[src/scp_consts.svh]
// Offsets, field positions and timing counts for the serial control port and timers
// What this block does
// - Host loads a byte; port exchanges it with the peripheral MSB first.
// - Reading the shift register mid-exchange returns zero.
// - After an exchange the shift register holds the received byte.
// - Master start issues eight clock pulses, then start bit clears itself.
// - In slave mode start bit and first select bit do nothing.
// - First select bit drives the active-low select pin directly.
// - Second select bit drives channel 1 carrier pin only when that channel enabled.
// - Divider field picks master clock divided by 2, 4, 8 or 16.
// - The selected divider tap also clocks both timers.
// - Invert clear: drive on rising, sample on falling, idle low.
// - Invert set: drive on falling, sample on rising, idle high.
// - Slave/master bit zero means master, one means slave.
// - Completion sets interrupt status; host clears it after reading it set.
// - Port works only while channel 0 port enable is set.
// - Reset clears the whole port control and shift register.
// - Port-complete enable gates the completion interrupt in both modes.
// - Each timer counts down and interrupts on wrap to all ones.
// - Timers decrement once per 1024 serial clock periods.
// - Timer counts may be read or written at any time.
// - A decrement coinciding with an access to that timer is dropped.
// - Timer enable gates counting and interrupt; reset keeps the count.
// - Watchdog adds divide-by-16 and pulls reset low 16 clocks on underflow.
// - Timer status sets on underflow; host clears it after reading it set.
`ifndef SCP_CONSTS_SVH
`define SCP_CONSTS_SVH
`define ADDR_PORT 8'h10
`define ADDR_TMR0 8'h12
`define ADDR_TMR1 8'h14
`define BIT_IRQ 15
`define BIT_SM 14
`define BIT_CI 13
`define BIT_BRS_HI 11
`define BIT_BRS_LO 10
`define BIT_EN1 9
`define BIT_EN0 8
`define BIT_TX 12
`define BIT_TIMER_IRQ_STATUS 10
`define BIT_WDE 9
`define BIT_TEN 8
`define PORT_RESET 16'h0000
`define PRESCALE 10'h3ff
`define WD_PRESCALE 4'hf
`define WD_RESET_CYCLES 5'h10
`define BITS_PER_XFER 4'h8
`endif

[src/scp_pkg.sv]
// Types for the serial control port and timers
package scp_pkg;
    typedef enum logic [1:0] {idle_s, run_s, done_s} port_state_t;
endpackage : scp_pkg

[src/serial_control_port_and_timers.sv]
// Serial control port with two protocol timers behind a host register port
`timescale 1ns/1ps
`default_nettype none
`include "scp_consts.svh"
module serial_control_port_and_timers (
    // Clock, reset, enable
    input wire logic mclk,
    input wire logic rst_b,
    input wire logic clk_en,
    // Host register port
    input wire logic [7:0] addr,
    input wire logic rd,
    input wire logic wr,
    input wire logic [15:0] wdata,
    output logic [15:0] rdata,
    // Channel enables from serial interface control registers
    input wire logic port_enable_bit,
    input wire logic ch1_port_enable_bit,
    // Peripheral link
    output logic sclk_out,
    output logic sclk_oe,
    input wire logic sclk_in,
    output logic mosi,
    input wire logic miso,
    output logic periph_select_pin_b,
    output logic carrier_detect_pin_b,
    // Interrupts and watchdog reset pin
    input wire logic port_complete_irq_enable,
    output logic port_irq,
    output logic timer_irq,
    output logic reset_pin_out,
    output logic reset_pin_oe
);
    // Register fields
    logic irq_r, sm_r, ci_r, en1_r, en0_r, tx_r;
    logic [1:0] divider_select_r;
    logic [7:0] shift_r;
    logic irq_seen_r;
    logic [7:0] timer_count_r [2];
    logic [1:0] ten_r, timer_irq_status_r, timer_irq_status_seen_r;
    logic wde_r;
    scp_pkg::port_state_t state_r;
    logic [3:0] bits_r;
    logic [3:0] edges_r;
    logic [7:0] out_r;
    logic mosi_bit_r;
    logic [4:0] cap_pipe_r;
    logic capture;
    logic [3:0] div_r;
    logic tap_r, tap_d_r;
    logic tap_tick;
    logic sclk_r;
    logic [2:0] sclk_sync_r, miso_sync_r;
    logic miso_s_r;
    logic sclk_s_r, sclk_s_d_r;
    logic done_p;
    logic [9:0] pre_r;
    logic [3:0] wd_pre_r;
    logic [4:0] wd_cnt_r;
    logic acc_port, acc_t0, acc_t1;

    assign acc_port = (rd | wr) && addr == `ADDR_PORT;
    assign acc_t0 = (rd | wr) && addr == `ADDR_TMR0;
    assign acc_t1 = (rd | wr) && addr == `ADDR_TMR1;

    // Divider chain; tap toggles at selected rate
    always_ff @(posedge mclk) begin
        if (!rst_b) begin
            div_r <= 4'h0;
        end else if (clk_en) begin
            div_r <= div_r + 4'h1;
        end
    end

    always_ff @(posedge mclk) begin
        if (!rst_b) begin
            tap_r <= 1'b0;
            tap_d_r <= 1'b0;
        end else if (clk_en) begin
            tap_r <= div_r[divider_select_r];
            tap_d_r <= tap_r;
        end
    end

    // Half-period tick of the serial clock
    assign tap_tick = tap_r != tap_d_r;

    // Pin synchronisers: three stages, change taken when stages two and three agree
    always_ff @(posedge mclk) begin
        if (!rst_b) begin
            sclk_sync_r <= 3'h0;
            miso_sync_r <= 3'h0;
            sclk_s_r <= 1'b0;
            miso_s_r <= 1'b0;
            sclk_s_d_r <= 1'b0;
        end else if (clk_en) begin
            sclk_sync_r <= {sclk_sync_r[1:0], sclk_in};
            miso_sync_r <= {miso_sync_r[1:0], miso};
            if (sclk_sync_r[1] == sclk_sync_r[2]) begin
                sclk_s_r <= sclk_sync_r[2];
            end
            if (miso_sync_r[1] == miso_sync_r[2]) begin
                miso_s_r <= miso_sync_r[2];
            end
            sclk_s_d_r <= sclk_s_r;
        end
    end

    // Port exchange engine
    logic m_lead, m_trail, s_rise, s_fall, s_lead, s_trail, lead, trail;
    logic sclk_nxt;
    assign sclk_nxt = ~sclk_r;
    // Leading edge moves away from idle level, trailing edge returns
    assign m_lead = state_r == scp_pkg::run_s && !sm_r && tap_tick && sclk_r == ci_r &&
                    edges_r != `BITS_PER_XFER;
    assign m_trail = state_r == scp_pkg::run_s && !sm_r && tap_tick && sclk_r != ci_r;
    assign s_rise = sclk_s_r && !sclk_s_d_r;
    assign s_fall = !sclk_s_r && sclk_s_d_r;
    // With invert clear sample falling; with invert set sample rising
    assign s_lead = ci_r ? s_fall : s_rise;
    assign s_trail = ci_r ? s_rise : s_fall;
    assign lead = sm_r ? s_lead : m_lead;
    assign trail = sm_r ? s_trail : m_trail;
    assign done_p = state_r == scp_pkg::done_s;
    // Master samples five cycles after its trailing edge to cover pin sync latency
    assign capture = sm_r ? trail : cap_pipe_r[4];

    always_ff @(posedge mclk) begin
        if (!rst_b) begin
            cap_pipe_r <= 5'h00;
        end else if (clk_en) begin
            cap_pipe_r <= {cap_pipe_r[3:0], m_trail};
        end
    end

    always_ff @(posedge mclk) begin
        if (!rst_b) begin
            state_r <= scp_pkg::idle_s;
            bits_r <= 4'h0;
            sclk_r <= 1'b0;
            shift_r <= 8'h00;
            edges_r <= 4'h0;
            out_r <= 8'h00;
            mosi_bit_r <= 1'b0;
        end else if (clk_en) begin
            unique case (state_r)
                scp_pkg::idle_s: begin
                    sclk_r <= ci_r;
                    bits_r <= 4'h0;
                    edges_r <= 4'h0;
                    if (wr && addr == `ADDR_PORT) begin
                        shift_r <= wdata[7:0];
                    end
                    mosi_bit_r <= shift_r[7];
                    out_r <= shift_r;
                    // Master starts on transmit bit; slave on first external leading edge
                    if (port_enable_bit && !sm_r && tx_r && tap_tick) begin
                        state_r <= scp_pkg::run_s;
                    end else if (port_enable_bit && sm_r && s_lead) begin
                        state_r <= scp_pkg::run_s;
                        out_r <= {shift_r[6:0], 1'b0};
                    end
                end
                scp_pkg::run_s: begin
                    if (!port_enable_bit) begin
                        state_r <= scp_pkg::idle_s;
                    end else begin
                        if (m_lead || m_trail) begin
                            sclk_r <= sclk_nxt;
                        end
                        if (m_trail) begin
                            edges_r <= edges_r + 4'h1;
                        end
                        // Outgoing bit changes on leading edge
                        if (lead) begin
                            mosi_bit_r <= out_r[7];
                            out_r <= {out_r[6:0], 1'b0};
                        end
                        if (capture) begin
                            shift_r <= {shift_r[6:0], miso_s_r};
                            bits_r <= bits_r + 4'h1;
                            if (bits_r == `BITS_PER_XFER - 4'h1) begin
                                state_r <= scp_pkg::done_s;
                            end
                        end
                    end
                end
                scp_pkg::done_s: begin
                    state_r <= scp_pkg::idle_s;
                end
            endcase
        end
    end

    // Master drives clock; slave releases it
    always_ff @(posedge mclk) begin
        if (!rst_b) begin
            sclk_out <= 1'b0;
            sclk_oe <= 1'b0;
            mosi <= 1'b0;
        end else if (clk_en) begin
            sclk_out <= sclk_r;
            mosi <= mosi_bit_r;
            sclk_oe <= port_enable_bit && !sm_r;
        end
    end

    // Control bits of the port register
    always_ff @(posedge mclk) begin
        if (!rst_b) begin
            {sm_r, ci_r, divider_select_r, en1_r, en0_r} <= 6'h00;
        end else if (clk_en && wr && addr == `ADDR_PORT) begin
            sm_r <= wdata[`BIT_SM];
            ci_r <= wdata[`BIT_CI];
            divider_select_r <= wdata[`BIT_BRS_HI:`BIT_BRS_LO];
            en1_r <= wdata[`BIT_EN1];
            en0_r <= wdata[`BIT_EN0];
        end
    end

    // Transmit bit clears itself when the exchange ends
    always_ff @(posedge mclk) begin
        if (!rst_b) begin
            tx_r <= 1'b0;
        end else if (clk_en) begin
            if (done_p) begin
                tx_r <= 1'b0;
            end else if (wr && addr == `ADDR_PORT && state_r == scp_pkg::idle_s) begin
                tx_r <= wdata[`BIT_TX];
            end
        end
    end

    // Port interrupt status: set wins; clear only after read as one
    always_ff @(posedge mclk) begin
        if (!rst_b) begin
            irq_r <= 1'b0;
            irq_seen_r <= 1'b0;
        end else if (clk_en) begin
            if (done_p) begin
                irq_r <= 1'b1;
            end else if (wr && addr == `ADDR_PORT && !wdata[`BIT_IRQ] && irq_seen_r) begin
                irq_r <= 1'b0;
            end else if (wr && addr == `ADDR_PORT && wdata[`BIT_IRQ]) begin
                irq_r <= 1'b1;
            end
            if (rd && addr == `ADDR_PORT && irq_r) begin
                irq_seen_r <= 1'b1;
            end else if (!irq_r) begin
                irq_seen_r <= 1'b0;
            end
        end
    end

    // Timer prescaler: 1024 serial clock periods, times 16 for the watchdog
    logic period_p, pre_p, wd_p;
    assign period_p = tap_tick && !tap_r;
    assign pre_p = period_p && pre_r == `PRESCALE;
    assign wd_p = pre_p && wd_pre_r == `WD_PRESCALE;
    always_ff @(posedge mclk) begin
        if (!rst_b) begin
            pre_r <= 10'h000;
            wd_pre_r <= 4'h0;
        end else if (clk_en) begin
            if (period_p) begin
                pre_r <= pre_r + 10'h001;
            end
            if (pre_p) begin
                wd_pre_r <= wd_pre_r + 4'h1;
            end
        end
    end

    // Timer counters: count kept over reset
    logic [1:0] dec_p, acc_t;
    assign acc_t = {acc_t1, acc_t0};
    assign dec_p[0] = ten_r[0] && (wde_r ? wd_p : pre_p) && !acc_t0;
    assign dec_p[1] = ten_r[1] && pre_p && !acc_t1;
    always_ff @(posedge mclk) begin
        if (clk_en) begin
            for (int i = 0; i < 2; i++) begin
                if (wr && acc_t[i]) begin
                    timer_count_r[i] <= wdata[7:0];
                end else if (dec_p[i]) begin
                    timer_count_r[i] <= timer_count_r[i] - 8'h01;
                end
            end
        end
    end

    // Timer control and status
    always_ff @(posedge mclk) begin
        if (!rst_b) begin
            ten_r <= 2'h0;
            wde_r <= 1'b0;
            timer_irq_status_r <= 2'h0;
            timer_irq_status_seen_r <= 2'h0;
        end else if (clk_en) begin
            for (int i = 0; i < 2; i++) begin
                if (wr && acc_t[i]) begin
                    ten_r[i] <= wdata[`BIT_TEN];
                end
                if (dec_p[i] && timer_count_r[i] == 8'h00) begin
                    timer_irq_status_r[i] <= 1'b1;
                end else if (wr && acc_t[i] && !wdata[`BIT_TIMER_IRQ_STATUS] && timer_irq_status_seen_r[i]) begin
                    timer_irq_status_r[i] <= 1'b0;
                end else if (wr && acc_t[i] && wdata[`BIT_TIMER_IRQ_STATUS]) begin
                    timer_irq_status_r[i] <= 1'b1;
                end
                if (rd && acc_t[i] && timer_irq_status_r[i]) begin
                    timer_irq_status_seen_r[i] <= 1'b1;
                end else if (!timer_irq_status_r[i]) begin
                    timer_irq_status_seen_r[i] <= 1'b0;
                end
            end
            if (wr && acc_t0) begin
                wde_r <= wdata[`BIT_WDE];
            end
        end
    end

    // Watchdog reset drive
    always_ff @(posedge mclk) begin
        if (!rst_b) begin
            wd_cnt_r <= 5'h00;
            reset_pin_out <= 1'b1;
            reset_pin_oe <= 1'b0;
        end else if (clk_en) begin
            if (wde_r && dec_p[0] && timer_count_r[0] == 8'h00) begin
                wd_cnt_r <= `WD_RESET_CYCLES;
            end else if (wd_cnt_r != 5'h00) begin
                wd_cnt_r <= wd_cnt_r - 5'h01;
            end
            reset_pin_out <= 1'b0;
            reset_pin_oe <= (wde_r && dec_p[0] && timer_count_r[0] == 8'h00) || wd_cnt_r > 5'h01;
        end
    end

    // Pins, interrupt outputs and read data
    always_ff @(posedge mclk) begin
        if (!rst_b) begin
            periph_select_pin_b <= 1'b1;
            carrier_detect_pin_b <= 1'b1;
            port_irq <= 1'b0;
            timer_irq <= 1'b0;
            rdata <= 16'h0000;
        end else if (clk_en) begin
            periph_select_pin_b <= sm_r ? 1'b1 : ~en0_r;
            carrier_detect_pin_b <= ch1_port_enable_bit ? ~en1_r : 1'b1;
            port_irq <= irq_r && port_complete_irq_enable;
            timer_irq <= |(timer_irq_status_r & ten_r);
            if (rd && acc_port) begin
                rdata <= {irq_r, sm_r, ci_r, tx_r, divider_select_r, en1_r, en0_r,
                          (state_r == scp_pkg::idle_s ? shift_r : 8'h00)};
            end else if (rd && acc_t0) begin
                rdata <= {5'h00, timer_irq_status_r[0], wde_r, ten_r[0], timer_count_r[0]};
            end else if (rd && acc_t1) begin
                rdata <= {5'h00, timer_irq_status_r[1], 1'b0, ten_r[1], timer_count_r[1]};
            end else if (rd) begin
                rdata <= 16'h0000;
            end
        end
    end
endmodule : serial_control_port_and_timers
`default_nettype wire

[config.mk]
export PLATFORM = sky130hd
export DESIGN_NAME = serial_control_port_and_timers
export DESIGN_NICKNAME = d
export VERILOG_FILES = /design/src/scp_pkg.sv /design/src/serial_control_port_and_timers.sv
export VERILOG_INCLUDE_DIRS = /design/src
export SDC_FILE = /design/constraint.sdc
export NUM_CORES = 1
export LEC_CHECK = 0
export ABC_AREA = 1
export BUFFER_PORTS_ARGS = -buffer_cell sky130_fd_sc_hd__buf_4
export CAP_MARGIN = 0
export CORE_UTILIZATION = 60
export CTS_BUF_LIST = sky130_fd_sc_hd__clkbuf_4 sky130_fd_sc_hd__clkbuf_8
export DETAILED_ROUTE_END_ITERATION = 10
export PLACE_DENSITY = 0.81
export REMOVE_ABC_BUFFERS = 1
export SLEW_MARGIN = 40
export SYNTH_ARGS = -nofsm -noshare
export SYNTH_HDL_FRONTEND = slang
export SYNTH_SLANG_ARGS = --single-unit
[constraint.sdc]
create_clock -name mclk -period 2.5 [get_ports mclk]
set_input_delay 0.125 -clock mclk [delete_from_list [all_inputs] [get_ports mclk]]
set_output_delay 0.125 -clock mclk [all_outputs]
set_load 0.03 [all_outputs]
; Yosys cells after proc, flatten, opt, wreduce, memory -nomap -nowiden
; Memory sizes are Yosys's and may differ from the RTL's.
; Cells that the tools add are included.
[classes]
n_addsub = 8
eq_ne = 26
magnitude_cmp = 2
n_reduce_logical = 92
muxes = 76
bitwise = 7
[ops]
columns = operator, n
row1 = two-way mux 8 bit, 10
row2 = two-way mux 16 bit, 4
row3 = logical AND 1 bit, 49
row4 = two-way mux 1 bit, 43
row5 = one-hot mux 8 bit (2 select lines), 2
row6 = AND reduction 2 bit, 15
row7 = "== test 8 x 5 -> 1 bit, second input constant", 3
row8 = AND reduction 4 bit, 5
row9 = "adder 4 x 1 -> 4 bit, second input constant", 4
row10 = logical NOT 8 bit, 2
row11 = two-way mux 4 bit, 4
row12 = one-hot mux 4 bit (2 select lines), 2
row13 = "subtractor 8 x 1 -> 8 bit, second input constant", 2
row14 = "adder 10 x 1 -> 10 bit, second input constant", 1
row15 = "== test 10 bit, second input constant", 1
row16 = two-way mux 2 bit, 5
row17 = two-way mux 5 bit, 2
row18 = "inequality test 2 bit, second input constant", 5
row19 = nonzero test 3 bit, 3
row20 = logical NOT 1 bit, 8
row21 = "inequality test 2 x 1 -> 1 bit, second input constant", 4
row22 = "inequality test 3 bit, second input constant", 2
row23 = one-hot mux 2 bit (3 select lines), 1
row24 = nonzero test 2 bit, 3
row25 = 22 further kinds, 31
[totals]
n_memories = 1
output_inout_bits = 25
ramBits = 16
word_cells = 256
regBits = 108
[mem_list]
columns = name, depth, word_bits, read_ports, rd_clocked_by_memory_dff, wr, line_no
row1 = timer_count_r, 2, 8, 2, 0, 2, serial_control_port_and_timers.sv:39  ; logic [7:0] timer_count_r [2];

; Depth between registers and ports, before layout
; Gate-level depths: netlist of run 1.
[depth]
word_depth = 12
ltp_mapped = 12
mapped_depth_nobuf = 12

; Worst setup path before layout of run 1
; OpenSTA, ideal clock, no wires.
[synth_path]
path_kind = reg-to-reg
startpoint = register pre_r[0]
endpoint = memory timer_count_r[1][0] (enable)
arrival_time_ns = 1.458
path_stages_with_launch = 9
required_time_ns = 2.171
setup_slack_ns = 0.713
path_buffers = 1
synth_period_minus_slack_ns = 1.787
setup_ns = 0.329
cell_sequence = dfxtp_1 ha_1 nand2_1 nor2_1 nand3_1 nor2_2 nand2_4 buf_6 nand2_1
[synth_lines]
columns = item, line_no
row1 = "start, declared", serial_control_port_and_timers.sv:57  ; logic [9:0] pre_r;
row2 = "start signal, assigned", serial_control_port_and_timers.sv:266  ; pre_r <= pre_r + 10'h001;
row3 = "end, declared", serial_control_port_and_timers.sv:39

==> results of run 1 <==
## layout by cell type, fill, tap and decap left out, drive strengths merged, types with 2 or more instances in the layout
master	instances
nor3b	3
a31oi	2
ha	15
a211oi	3
nor2	96
and3	8
o31ai	3
buf	66
clkbuf	22
xnor2	6
a21oi	105
bufinv	3
edfxtp	16
nand2	176
o21ai	91
mux2i	3
clkinv	3
clkinvlp	2
dfxtp	108
inv	100
xor2	6
nand3	55
nand4	7
dlygate4sd3	15
nor3	15
## state kept, by name, summed over array words and instances, names as in the netlist, 4 cells and up
signal         flops
pre_r             10
cap_pipe_r         5
edges_r            4
out_r              8
rdata             16
div_r              4
wd_cnt_r           5
shift_r            8
timer_count_r     16
bits_r             4
wd_pre_r           4
## where the power goes
| part | switching (uW) | leakage (uW) | total [uW] | internal [uW] |
|---|---|---|---|---|
| sequential | 47.4 | 0.00102 | 2130 | 2090 |
| clock | 799 | 0.000219 | 1900 | 1100 |
| combinational | 337 | 0.00186 | 546 | 209 |
| total | 1180 | 0.00310 | 4580 | 3400 |
## metal layers
metal / global-route usage / vias to the layer above / share of wire
li1: - / 2964 / -
met3: 0.0708 / 36 / 0.062
met4: 0.120 / 0 / 0.022
met1: 0.366 / 2706 / 0.43
met5: 0 / - / 0
met2: 0.505 / 205 / 0.48
## Yosys cell counts (4+ instances only)
cell type    n
a21oi_1     96
a21oi_2      9
and3_1       8
buf_2       13
clkbuf_1    14
dfxtp_1    108
edfxtp_1    16
ha_1        15
inv_1       86
inv_2       10
nand2_1    168
nand2_2      7
nand3_1     50
nand3_2      4
nand4_1      7
nor2_1      90
nor2_2       5
nor3_1      12
o21ai_0     80
o21ai_1     10
xnor2_1      6
xor2_1       6
## logic make-up after synthesis
group / after synthesis / share of synthesized area
flip-flops: 124 / 0.421
XOR/XNOR: 12 / 0.0168
AO/OA/AOI/OAI: 209 / 0.181
buffers and inverters: 132 / 0.0866
AND/OR/NAND/NOR: 363 / 0.260
adder cells (fa/ha/maj): 15 / 0.0299
multiplexers: 3 / 0.00479
## worst max-delay path, delay by kind of cell, from the launching register on
kind	cells	cell delay (ns)
adder cells (fa/ha/maj)	1	0.18
flip-flops	1	0.36
AND/OR/NAND/NOR	6	1.15
## final timing paths
kind,cells after the start,end
worst min register to register,2,reset_pin_out$_SDFFE_PN1P_
worst max-delay path,7,timer_count_r[1][2]$_DFFE_PP_
worst min-delay path,3,timer_irq_status_seen_r[1]$_SDFFE_PN0P_
worst max register to register,7,timer_count_r[1][2]$_DFFE_PP_
## area by class of cell
cell class	count	area, um^2	area share
Multi-Input combinational cell	602	3090	0.420
Sequential cell	124	2640	0.360
Timing Repair Buffer	81	646	0.0878
Inverter	98	374	0.0509
Clock buffer	22	297	0.0403
Tap cell	133	166	0.0226
Clock inverter	10	134	0.0182
## what timing repair did
| item | 4_1_cts | 5_1_grt |
|---|---|---|
| setup buffers | 0 | 0 |
| hold buffers | 15 | 0 |
| gates resized for setup | 0 | 0 |
| endpoints found under the setup margin | 0 | 0 |
| endpoints found under the hold margin | 17 | 0 |
## through the flow
step / cells / worst slack, ns / hold slack, ns / total power [uW]
final: 1070 / 0.463 / 0.0305 / 4580
after global routing: 1070 / 0.296 / 0.0221 / 4750
after CTS: 1070 / 0.479 / 0.0112 / 4590
after detailed placement: 1023 / 0.491 / 0.358 / 2700
after global placement: 1023 / 0.505 / 0.350 / 2670
after floorplan: 824 / 0.274 / 0.194 / 2500
==> results.ini, run 1 <==
[timing]
max_freq_ghz = 0.491
post-route-period-util = 0.815
max-slew-margin-rel = 0.509
rsz0062_at_grt = false
clock_skew_ns = 0.00653
tightest_slew_ns = 0.732
finalHoldViolations = 0
min_period_ns = 2.04
slew_violations = 0
tns_ns = 0
setup_violations = 0

[synthesis]
ys.flop_type = dfxtp_1
synth_top_area_cell = dfxtp_1
syn_area_um2 = 6270
synth_top_area_frac = 0.345
post_synth_num_cell_types = 48
synth-seq-cells = 124
synth_area_leaders = dfxtp_1 34%, nand2_1 10%, a21oi_1 7.7%
syn_inst = 858
async_flop_share = 0
synth.avg_cell_area_um2 = 7.31
seq_area_frac_synth = 0.421
synth-edff-count = 16
synth_warnings = 0

[cells_and_area]
nets = 973
diodes = 0
fin_area_um2 = 7350
nFillCells = 792
fin_util = 0.738
syn2layout_area_growth_pct = 17.2
drive_gt1_frac = 0.159

[routing]
drc = 0
num_vias = 5911
firstDrtPassIters = 5
wl_per_cell_um = 14.6
wl_um = 15600
ant_nets = 0
routed_via_density = 5.52
drtIter0Drc = 346

[outcome]
outcome = finished, final reports clean

[worst_hold_path]
hp-class = in -> reg
worstHoldStart = rd

[floorplanning]
num_rows = 36
die_w_um = 104
ios = 59
core_area_um2 = 9950
initial_core_util = 0.630
fp.dieArea_um2 = 10900
die_y_um = 104

[power]
power_density_nw_per_um2 = 623
power_leakage_uw = 0.00310
vdd_drop_max_mv = 0.521

[global_routing]
grt_pass1_vias = 5613
antenna_found_initial = 0
grt_max_degree = 68
grt_usage = 0.299
grt_pass1_wl_um = 26000
gr-total-overflow = 0

[clock_network]
clk_pin_slew_ns = 0.07
clock_sinks = 124
clock_latency_ns = 0.45
h-tree-depth = 4
cts_buffers = 17
clockRootBuffer = clkbuf_8
cts_tree = built
clk_path_buf_depth = 2

[setup_path]
path_class = reg -> reg
r2r_slack_ns = 0.46
end_kind = flop
arrival_ns = 2.15
critPathMaxStageDelay_ns = 0.36
reg2reg_from = pre_r[0]$_SDFFE_PN0P_
path_common_cell = nand2_1
start_kind = flop
startpoint = pre_r[0]$_SDFFE_PN0P_
cp_max_fo = 17
critPathRequiredTime_ns = 2.62
worstPathCellList = ha_1 > nand2_1 > nor2_1 > nand3_1 > nor2_2 > nand2_4 > nand2_1
cp_slowest_cell = dfxtp_1

[placement]
hpwl_um = 10700
io_buffers = 58
placed_area_um2 = 6770
gp_congestion = 0.897

[job]
drv_cap = 0

No activity file was read; power rests on OpenSTA's default activity.
==> run 2: changes to the inputs <==
--- a/config.mk
+++ b/config.mk
@@ -9,10 +9,10 @@
 export ABC_AREA = 1
 export BUFFER_PORTS_ARGS = -buffer_cell sky130_fd_sc_hd__buf_4
 export CAP_MARGIN = 0
-export CORE_UTILIZATION = 60
+export CORE_UTILIZATION = 56
 export CTS_BUF_LIST = sky130_fd_sc_hd__clkbuf_4 sky130_fd_sc_hd__clkbuf_8
 export DETAILED_ROUTE_END_ITERATION = 10
-export PLACE_DENSITY = 0.81
+export PLACE_DENSITY = 0.79
 export REMOVE_ABC_BUFFERS = 1
 export SLEW_MARGIN = 40
 export SYNTH_ARGS = -nofsm -noshare
==> constraint.sdc (replaced) <==
create_clock -name mclk -period 1.81 [get_ports mclk]
set_input_delay 0.0905 -clock mclk [delete_from_list [all_inputs] [get_ports mclk]]
set_output_delay 0.0905 -clock mclk [all_outputs]
set_load 0.03 [all_outputs]
==> run 2 against run 1 <==
  * Global-route usage decreased by 0.55 points
  * Worst setup slack got worse by 0.36 ns
  * Worst hold slack improved by 0.0093 ns
  * Non-clock buffer count increased by 35
  * Register-to-register slack got worse by 0.36 ns
  * Critical path type unchanged
==> results.ini, run 2 (synthesis gave the netlist of run 1 again) <==
[outcome]
outcome = finished, final reports clean

[power]
p_int_uw = 4910  ; +45%
p_comb_frac = 0.124  ; +0.005
p_seq_frac = 0.452  ; -0.014
pwr-share-clk = 0.424  ; +0.009
power_density_nw_per_um2 = 834  ; +34%
power_leakage_uw = 0.00332  ; +7.0%
switchingPower_uw = 1620  ; +37%
vdd_drop_max_mv = 0.958  ; +84%
switching_share = 0.248  ; -0.0103

[global_routing]
antenna_found_initial = 0  ; unchanged
grt_pass1_wl_um = 26300  ; +1.4%
grt_max_degree = 47  ; -31%
grt_usage = 0.293  ; -0.00546
grt_pass1_vias = 5634  ; +0.37%
gr-total-overflow = 0  ; unchanged

[placement]
gp_congestion = 0.862  ; -3.9%
io_buffers = 58  ; unchanged
hpwl_um = 11000  ; +2.8%

[routing]
num_vias = 6087  ; +3.0%
met1_length_um = 7020  ; +4.2%
drtIter0Drc = 457  ; +32%
wl_um = 16300  ; +4.5%
wl_per_cell_um = 14.6  ; +0.34%
top_layer_used = met4
routed_via_density = 5.46  ; -1.1%
firstDrtPassIters = 7  ; +2
drc = 0  ; unchanged
wl_met3_um = 1100  ; +15%
wl_met2_um = 7740  ; +2.8%
ant_nets = 0  ; unchanged

[clock_network]
h-tree-depth = 4  ; unchanged
clk_path_buf_depth = 2  ; unchanged
clk_pin_slew_ns = 0.06  ; about the same
cts_buffers = 17  ; unchanged
cts_tree = built
clockRootBuffer = clkbuf_8
clock_sinks = 124  ; unchanged
clock_latency_ns = 0.45  ; about the same

[timing]
post-route-period-util = 0.942  ; +0.127
max-slew-margin-rel = 0.516  ; +0.00682
min_period_ns = 1.70  ; -0.333 ns
slew_violations = 0  ; unchanged
rsz0062_at_grt = true
setup_violations = 0  ; unchanged
finalHoldViolations = 0  ; unchanged
hold_slack_ns = 0.0398  ; +0.00930 ns
tightest_slew_ns = 0.722  ; -0.0102 ns
clock_skew_ns = 0.0118  ; +0.00528 ns
max_freq_ghz = 0.587  ; +20%

[setup_path]
reg2reg_from = timer_count_r[1][0]$_DFFE_PP_
end_kind = flop
r2r_slack_ns = 0.11  ; -0.36 ns
reg2reg_to = timer_irq_status_r[1]$_SDFFE_PN0P_
start_kind = flop
rr_worst_depth = 11  ; +4
critPathRequiredTime_ns = 2.21  ; -0.41 ns
path_class = reg -> reg
arrival_ns = 2.10  ; -0.05 ns
cp_max_fo = 3  ; -14

[cells_and_area]
syn2layout_area_growth_pct = 24.9
nets = 1010  ; +3.8%
reg_top3 = rdata x16, timer_count_r x16, pre_r x10
layout_common_cells = 163 x nand2_1, 101 x dfxtp_1, 98 x buf_4, 95 x a21oi_1, 85 x nor2_1
diodes = 0  ; unchanged
nFillCells = 834  ; +5.3%
layout_commonest_cell = nand2_1
fin_util = 0.719  ; -0.0188
drive_gt1_frac = 0.219  ; +0.0597

[worst_hold_path]
hold_depth = 3  ; unchanged
worstHoldStart = clk_en
hp-class = in -> reg
holdPathEnd = tap_d_r$_SDFFE_PN0P_

[floorplanning]
die_y_um = 108  ; +3.4%
num_rows = 38  ; +5.6%
die_w_um = 108  ; +3.4%
initial_core_util = 0.576  ; -0.0540
ios = 59  ; unchanged
fp.dieArea_um2 = 11600  ; +7.0%
core_area_um2 = 10900  ; +9.4%

[job]
drv_cap = 0  ; unchanged

run 2: changes by cell type in the layout (fill, tap and decap cells not counted), sizes merged:
cell	previous run	this run
clkinvlp	2	1
nand2	176	177
dlygate4sd3	15	17
clkbuf	22	25
buf	66	99
inv	100	98
bufinv	3	4
run 2: stage by stage:
| stage | setup slack, ns | total power (uW) | instances | instance area, um^2 | setup TNS (ns) |
|---|---|---|---|---|---|
| after floorplan | -0.416 | 3460 | 824 | 6100 | -9.29 |
| after CTS | 0.00407 | 6530 | 1110 | 7660 | 0 |
| after global placement | -0.0442 | 3740 | 1061 | 7000 | -0.352 |
| after detailed placement | -0.0805 | 3750 | 1061 | 7010 | -1.20 |
| final | 0.106 | 6530 | 1114 | 7830 | 0 |
| after global routing | -0.0533 | 6780 | 1114 | 7830 | -0.107 |
run 2: worst max path at each step:
stage	startpoint	end	slack (ns)
after floorplan	state_r[1]$_SDFFE_PN0P_	out_r[1]$_SDFFE_PN0P_	-0.42
after global placement	addr[0]	timer_count_r[0][0]$_DFFE_PP_	-0.04
after detailed placement	tap_r$_SDFFE_PN0P_	timer_count_r[1][1]$_DFFE_PP_	-0.08
after CTS	tap_r$_SDFFE_PN0P_	out_r[2]$_SDFFE_PN0P_	0.004
after global routing	tap_r$_SDFFE_PN0P_	pre_r[9]$_SDFFE_PN0P_	-0.05
final	timer_count_r[1][0]$_DFFE_PP_	timer_irq_status_r[1]$_SDFFE_PN0P_	0.11
run 2: area by class of cell:
cell class	instances	area (um^2)	area share
sequential	124	2650	0.339
tap	140	175	0.0224
multi-input combinational	603	3250	0.415
clock inverter	7	135	0.0172
clock buffer	25	319	0.0407
inverter	98	375	0.0479
timing repair inverter	1	7.51	0.000958
timing repair buffer	116	917	0.117
run 2: metal layers:
layer,vias to the layer above,GRT usage
li1,3039,-
met5,-,0
met4,0,0.125
met1,2777,0.368
met2,230,0.482
met3,41,0.0660
run 2: critical path, cell delays in order (launching register included):
cell and delay (ns):
edfxtp_1 0.44, inv_2 0.12, ha_4 0.15, nand2_1 0.07, nor2_2 0.14, nand2_1 0.08, or2_2 0.28, nor2_1 0.11
nand3_1 0.08, nand3_1 0.08, nand2_1 0.05, inv_1 0.06
run 2: timing repair:
item	in CTS	in global routing
hold buffers	17	0
gates resized for setup	6	42
pin swaps	3	11
endpoints found under the hold margin	31	0
setup buffers	0	2
gates cloned	0	2
endpoints found under the setup margin	26	47
run 2: power by group through the flow:
stage / sequential [uW] / combinational [uW] / clock (uW)
detailed placement: 3010 / 744 / 0
finish: 2950 / 811 / 2770
CTS: 2950 / 784 / 2800
global placement: 3000 / 732 / 0
global route: 2960 / 908 / 2910
floorplan: 3020 / 436 / 0
==> run 3: changes to the inputs <==
--- a/config.mk
+++ b/config.mk
@@ -9,6 +9,7 @@
 export ABC_AREA = 1
 export BUFFER_PORTS_ARGS = -buffer_cell sky130_fd_sc_hd__buf_4
 export CAP_MARGIN = 0
+export CORE_MARGIN = 2
 export CORE_UTILIZATION = 56
 export CTS_BUF_LIST = sky130_fd_sc_hd__clkbuf_4 sky130_fd_sc_hd__clkbuf_8
 export DETAILED_ROUTE_END_ITERATION = 10
==> run 3 against run 2 <==
  * Register-to-register slack barely moved
  * Largest power group unchanged
  * Worst hold slack better by 0.021 ns
  * Total power is 4.2% lower
  * Largest cell class unchanged
==> results.ini, run 3 (synthesis gave the netlist of run 1 again) <==
[clock_network]
clock_sinks = 124  ; unchanged
cts_tree = built
cts_buffers = 17  ; unchanged
h-tree-depth = 4  ; unchanged
clk_pin_slew_ns = 0.07  ; about the same
clockRootBuffer = clkbuf_8
clock_latency_ns = 0.45  ; about the same
clk_path_buf_depth = 2  ; unchanged

[global_routing]
grt_pass1_wl_um = 26000  ; -1.3%
antenna_found_initial = 0  ; unchanged
grt_pass1_vias = 5635  ; +0.018%
grt_max_degree = 39  ; -17%
grt_usage = 0.279  ; -0.0147
gr-total-overflow = 0  ; unchanged

[floorplanning]
fp.dieArea_um2 = 12100  ; +3.7%
core_area_um2 = 10900  ; unchanged
die_w_um = 110  ; +1.9%
die_y_um = 110  ; +1.9%
initial_core_util = 0.576  ; unchanged
num_rows = 38  ; unchanged
ios = 59  ; unchanged

[timing]
finalHoldViolations = 0  ; unchanged
fin_ws_ns = 0.111  ; +0.00553 ns
clock_skew_ns = 0.0110  ; -0.000795 ns
tightest_slew_ns = 0.700  ; -0.0222 ns
post-route-period-util = 0.939  ; -0.00305
min_period_ns = 1.70  ; -0.00553 ns
slew_violations = 0  ; unchanged
rsz0062_at_grt = true
setup_violations = 0  ; unchanged
max-slew-margin-rel = 0.531  ; +0.0149
max_freq_ghz = 0.589  ; +0.33%
hold_slack_ns = 0.0612  ; +0.0214 ns

[routing]
drc = 0  ; unchanged
num_vias = 6064  ; -0.38%
ant_nets = 0  ; unchanged
firstDrtPassIters = 7  ; unchanged
drtIter0Drc = 497  ; +8.8%
wl_um = 16100  ; -0.95%
wl_per_cell_um = 14.5  ; -0.50%
routed_via_density = 5.47  ; about the same

[power]
p_seq_frac = 0.471  ; +0.019
pwr-share-clk = 0.401  ; -0.023
switching_share = 0.266  ; +0.0176
power_density_nw_per_um2 = 810  ; -2.8%
p_comb_frac = 0.127  ; +0.003
switchingPower_uw = 1660  ; +2.6%
vdd_drop_max_mv = 0.770  ; -20%
power_leakage_uw = 0.00325  ; -1.9%
p_int_uw = 4590  ; -6.4%
power.total_uw = 6260  ; -4.2%

[cells_and_area]
layout_common_cells = 165 x nand2_1, 104 x dfxtp_1, 95 x a21oi_1, 90 x buf_4, 85 x nor2_1
diodes = 0  ; unchanged
fin_area_um2 = 7720  ; -1.4%
drive_gt1_frac = 0.206  ; -0.0123
reg_top3 = rdata x16, timer_count_r x16, pre_r x10
stdcell_count = 1109  ; -0.45%
syn2layout_area_growth_pct = 23.1
nets = 1005  ; -0.50%
layout_commonest_cell = nand2_1

[placement]
gp_congestion = 0.894  ; +3.7%
placed_area_um2 = 6990  ; -0.29%
hpwl_um = 10900  ; -0.24%
place_ws_ns = -0.0368  ; +0.0437 ns
dp.cells = 1055  ; -0.57%
io_buffers = 58  ; unchanged

[worst_hold_path]
hp-class = in -> reg

[setup_path]
arrival_ns = 2.09  ; about the same
r2r_slack_ns = 0.11  ; about the same
cp_max_fo = 3  ; unchanged
critPathRequiredTime_ns = 2.20  ; about the same
path_class = reg -> reg
end_kind = flop
start_kind = flop

[outcome]
outcome = finished, final reports clean

[job]
drv_cap = 0  ; unchanged

## run 3: power groups by stage
stage	combinational (uW)	sequential, uW	clock [uW]
final	798	2950	2510
after global routing	907	2960	2670
after CTS	775	2940	2540
after floorplan	436	3020	0
after detailed placement	739	3010	0
after global placement	728	3000	0
## run 3: path summary, 6_finish.rpt
path | startpoint | end | cells past startpoint
setup reg to reg | timer_count_r[1][0]$_DFFE_PP_ | timer_irq_status_r[1]$_SDFFE_PN0P_ | 11
hold reg to reg | irq_seen_r$_SDFFE_PN0P_ | irq_seen_r$_SDFFE_PN0P_ | 2
setup / recovery | timer_count_r[1][0]$_DFFE_PP_ | timer_irq_status_r[1]$_SDFFE_PN0P_ | 11
hold / removal | rst_b | shift_r[7]$_SDFFE_PN0P_ | 3
## run 3: final cells by class
class	instances	area [um^2]
Sequential cell	124	2650
Tap cell	140	175
Clock buffer	20	256
Inverter	98	378
Fill cell	860	3170
Timing Repair Buffer	111	907
Clock inverter	12	148
Timing Repair inverter	1	7.51
Multi-Input combinational cell	603	3200
## run 3: per-layer routing
metal  up-vias  global-route usage  wire length (um)  part of all wire
met5         -                   0                 0                 0
met4         0               0.112               320             0.020
met3        30              0.0599               924             0.057
met2       220               0.463              7770              0.48
met1      2788               0.352              7100              0.44
li1       3026                   -                 -                 -
## run 3: metrics by stage
stage,util,setup TNS (ns)
2_1_floorplan,-,-9.29
3_3_place_gp,0.641,-0.297
3_5_place_dp,0.642,-0.359
4_1_cts,0.697,0
5_1_grt,0.709,-0.130
6_report,0.709,0
## run 3: worst max-delay path: stages, from the launching register on
cell,delay (ns)
edfxtp_1,0.42
inv_2,0.10
ha_2,0.20
nand2_1,0.07
nor2_2,0.12
nand2_1,0.08
or2_2,0.29
nor2_1,0.11
nand3_1,0.09
nand3_1,0.09
nand2_1,0.05
inv_1,0.04
## run 3: what timing repair did
item	4_1_cts	5_1_grt
pin swaps	1	8
gates cloned	0	2
setup buffers	0	3
hold buffers	18	0
endpoints found under the hold margin	23	0
endpoints found under the setup margin	17	60
resized for setup	4	31
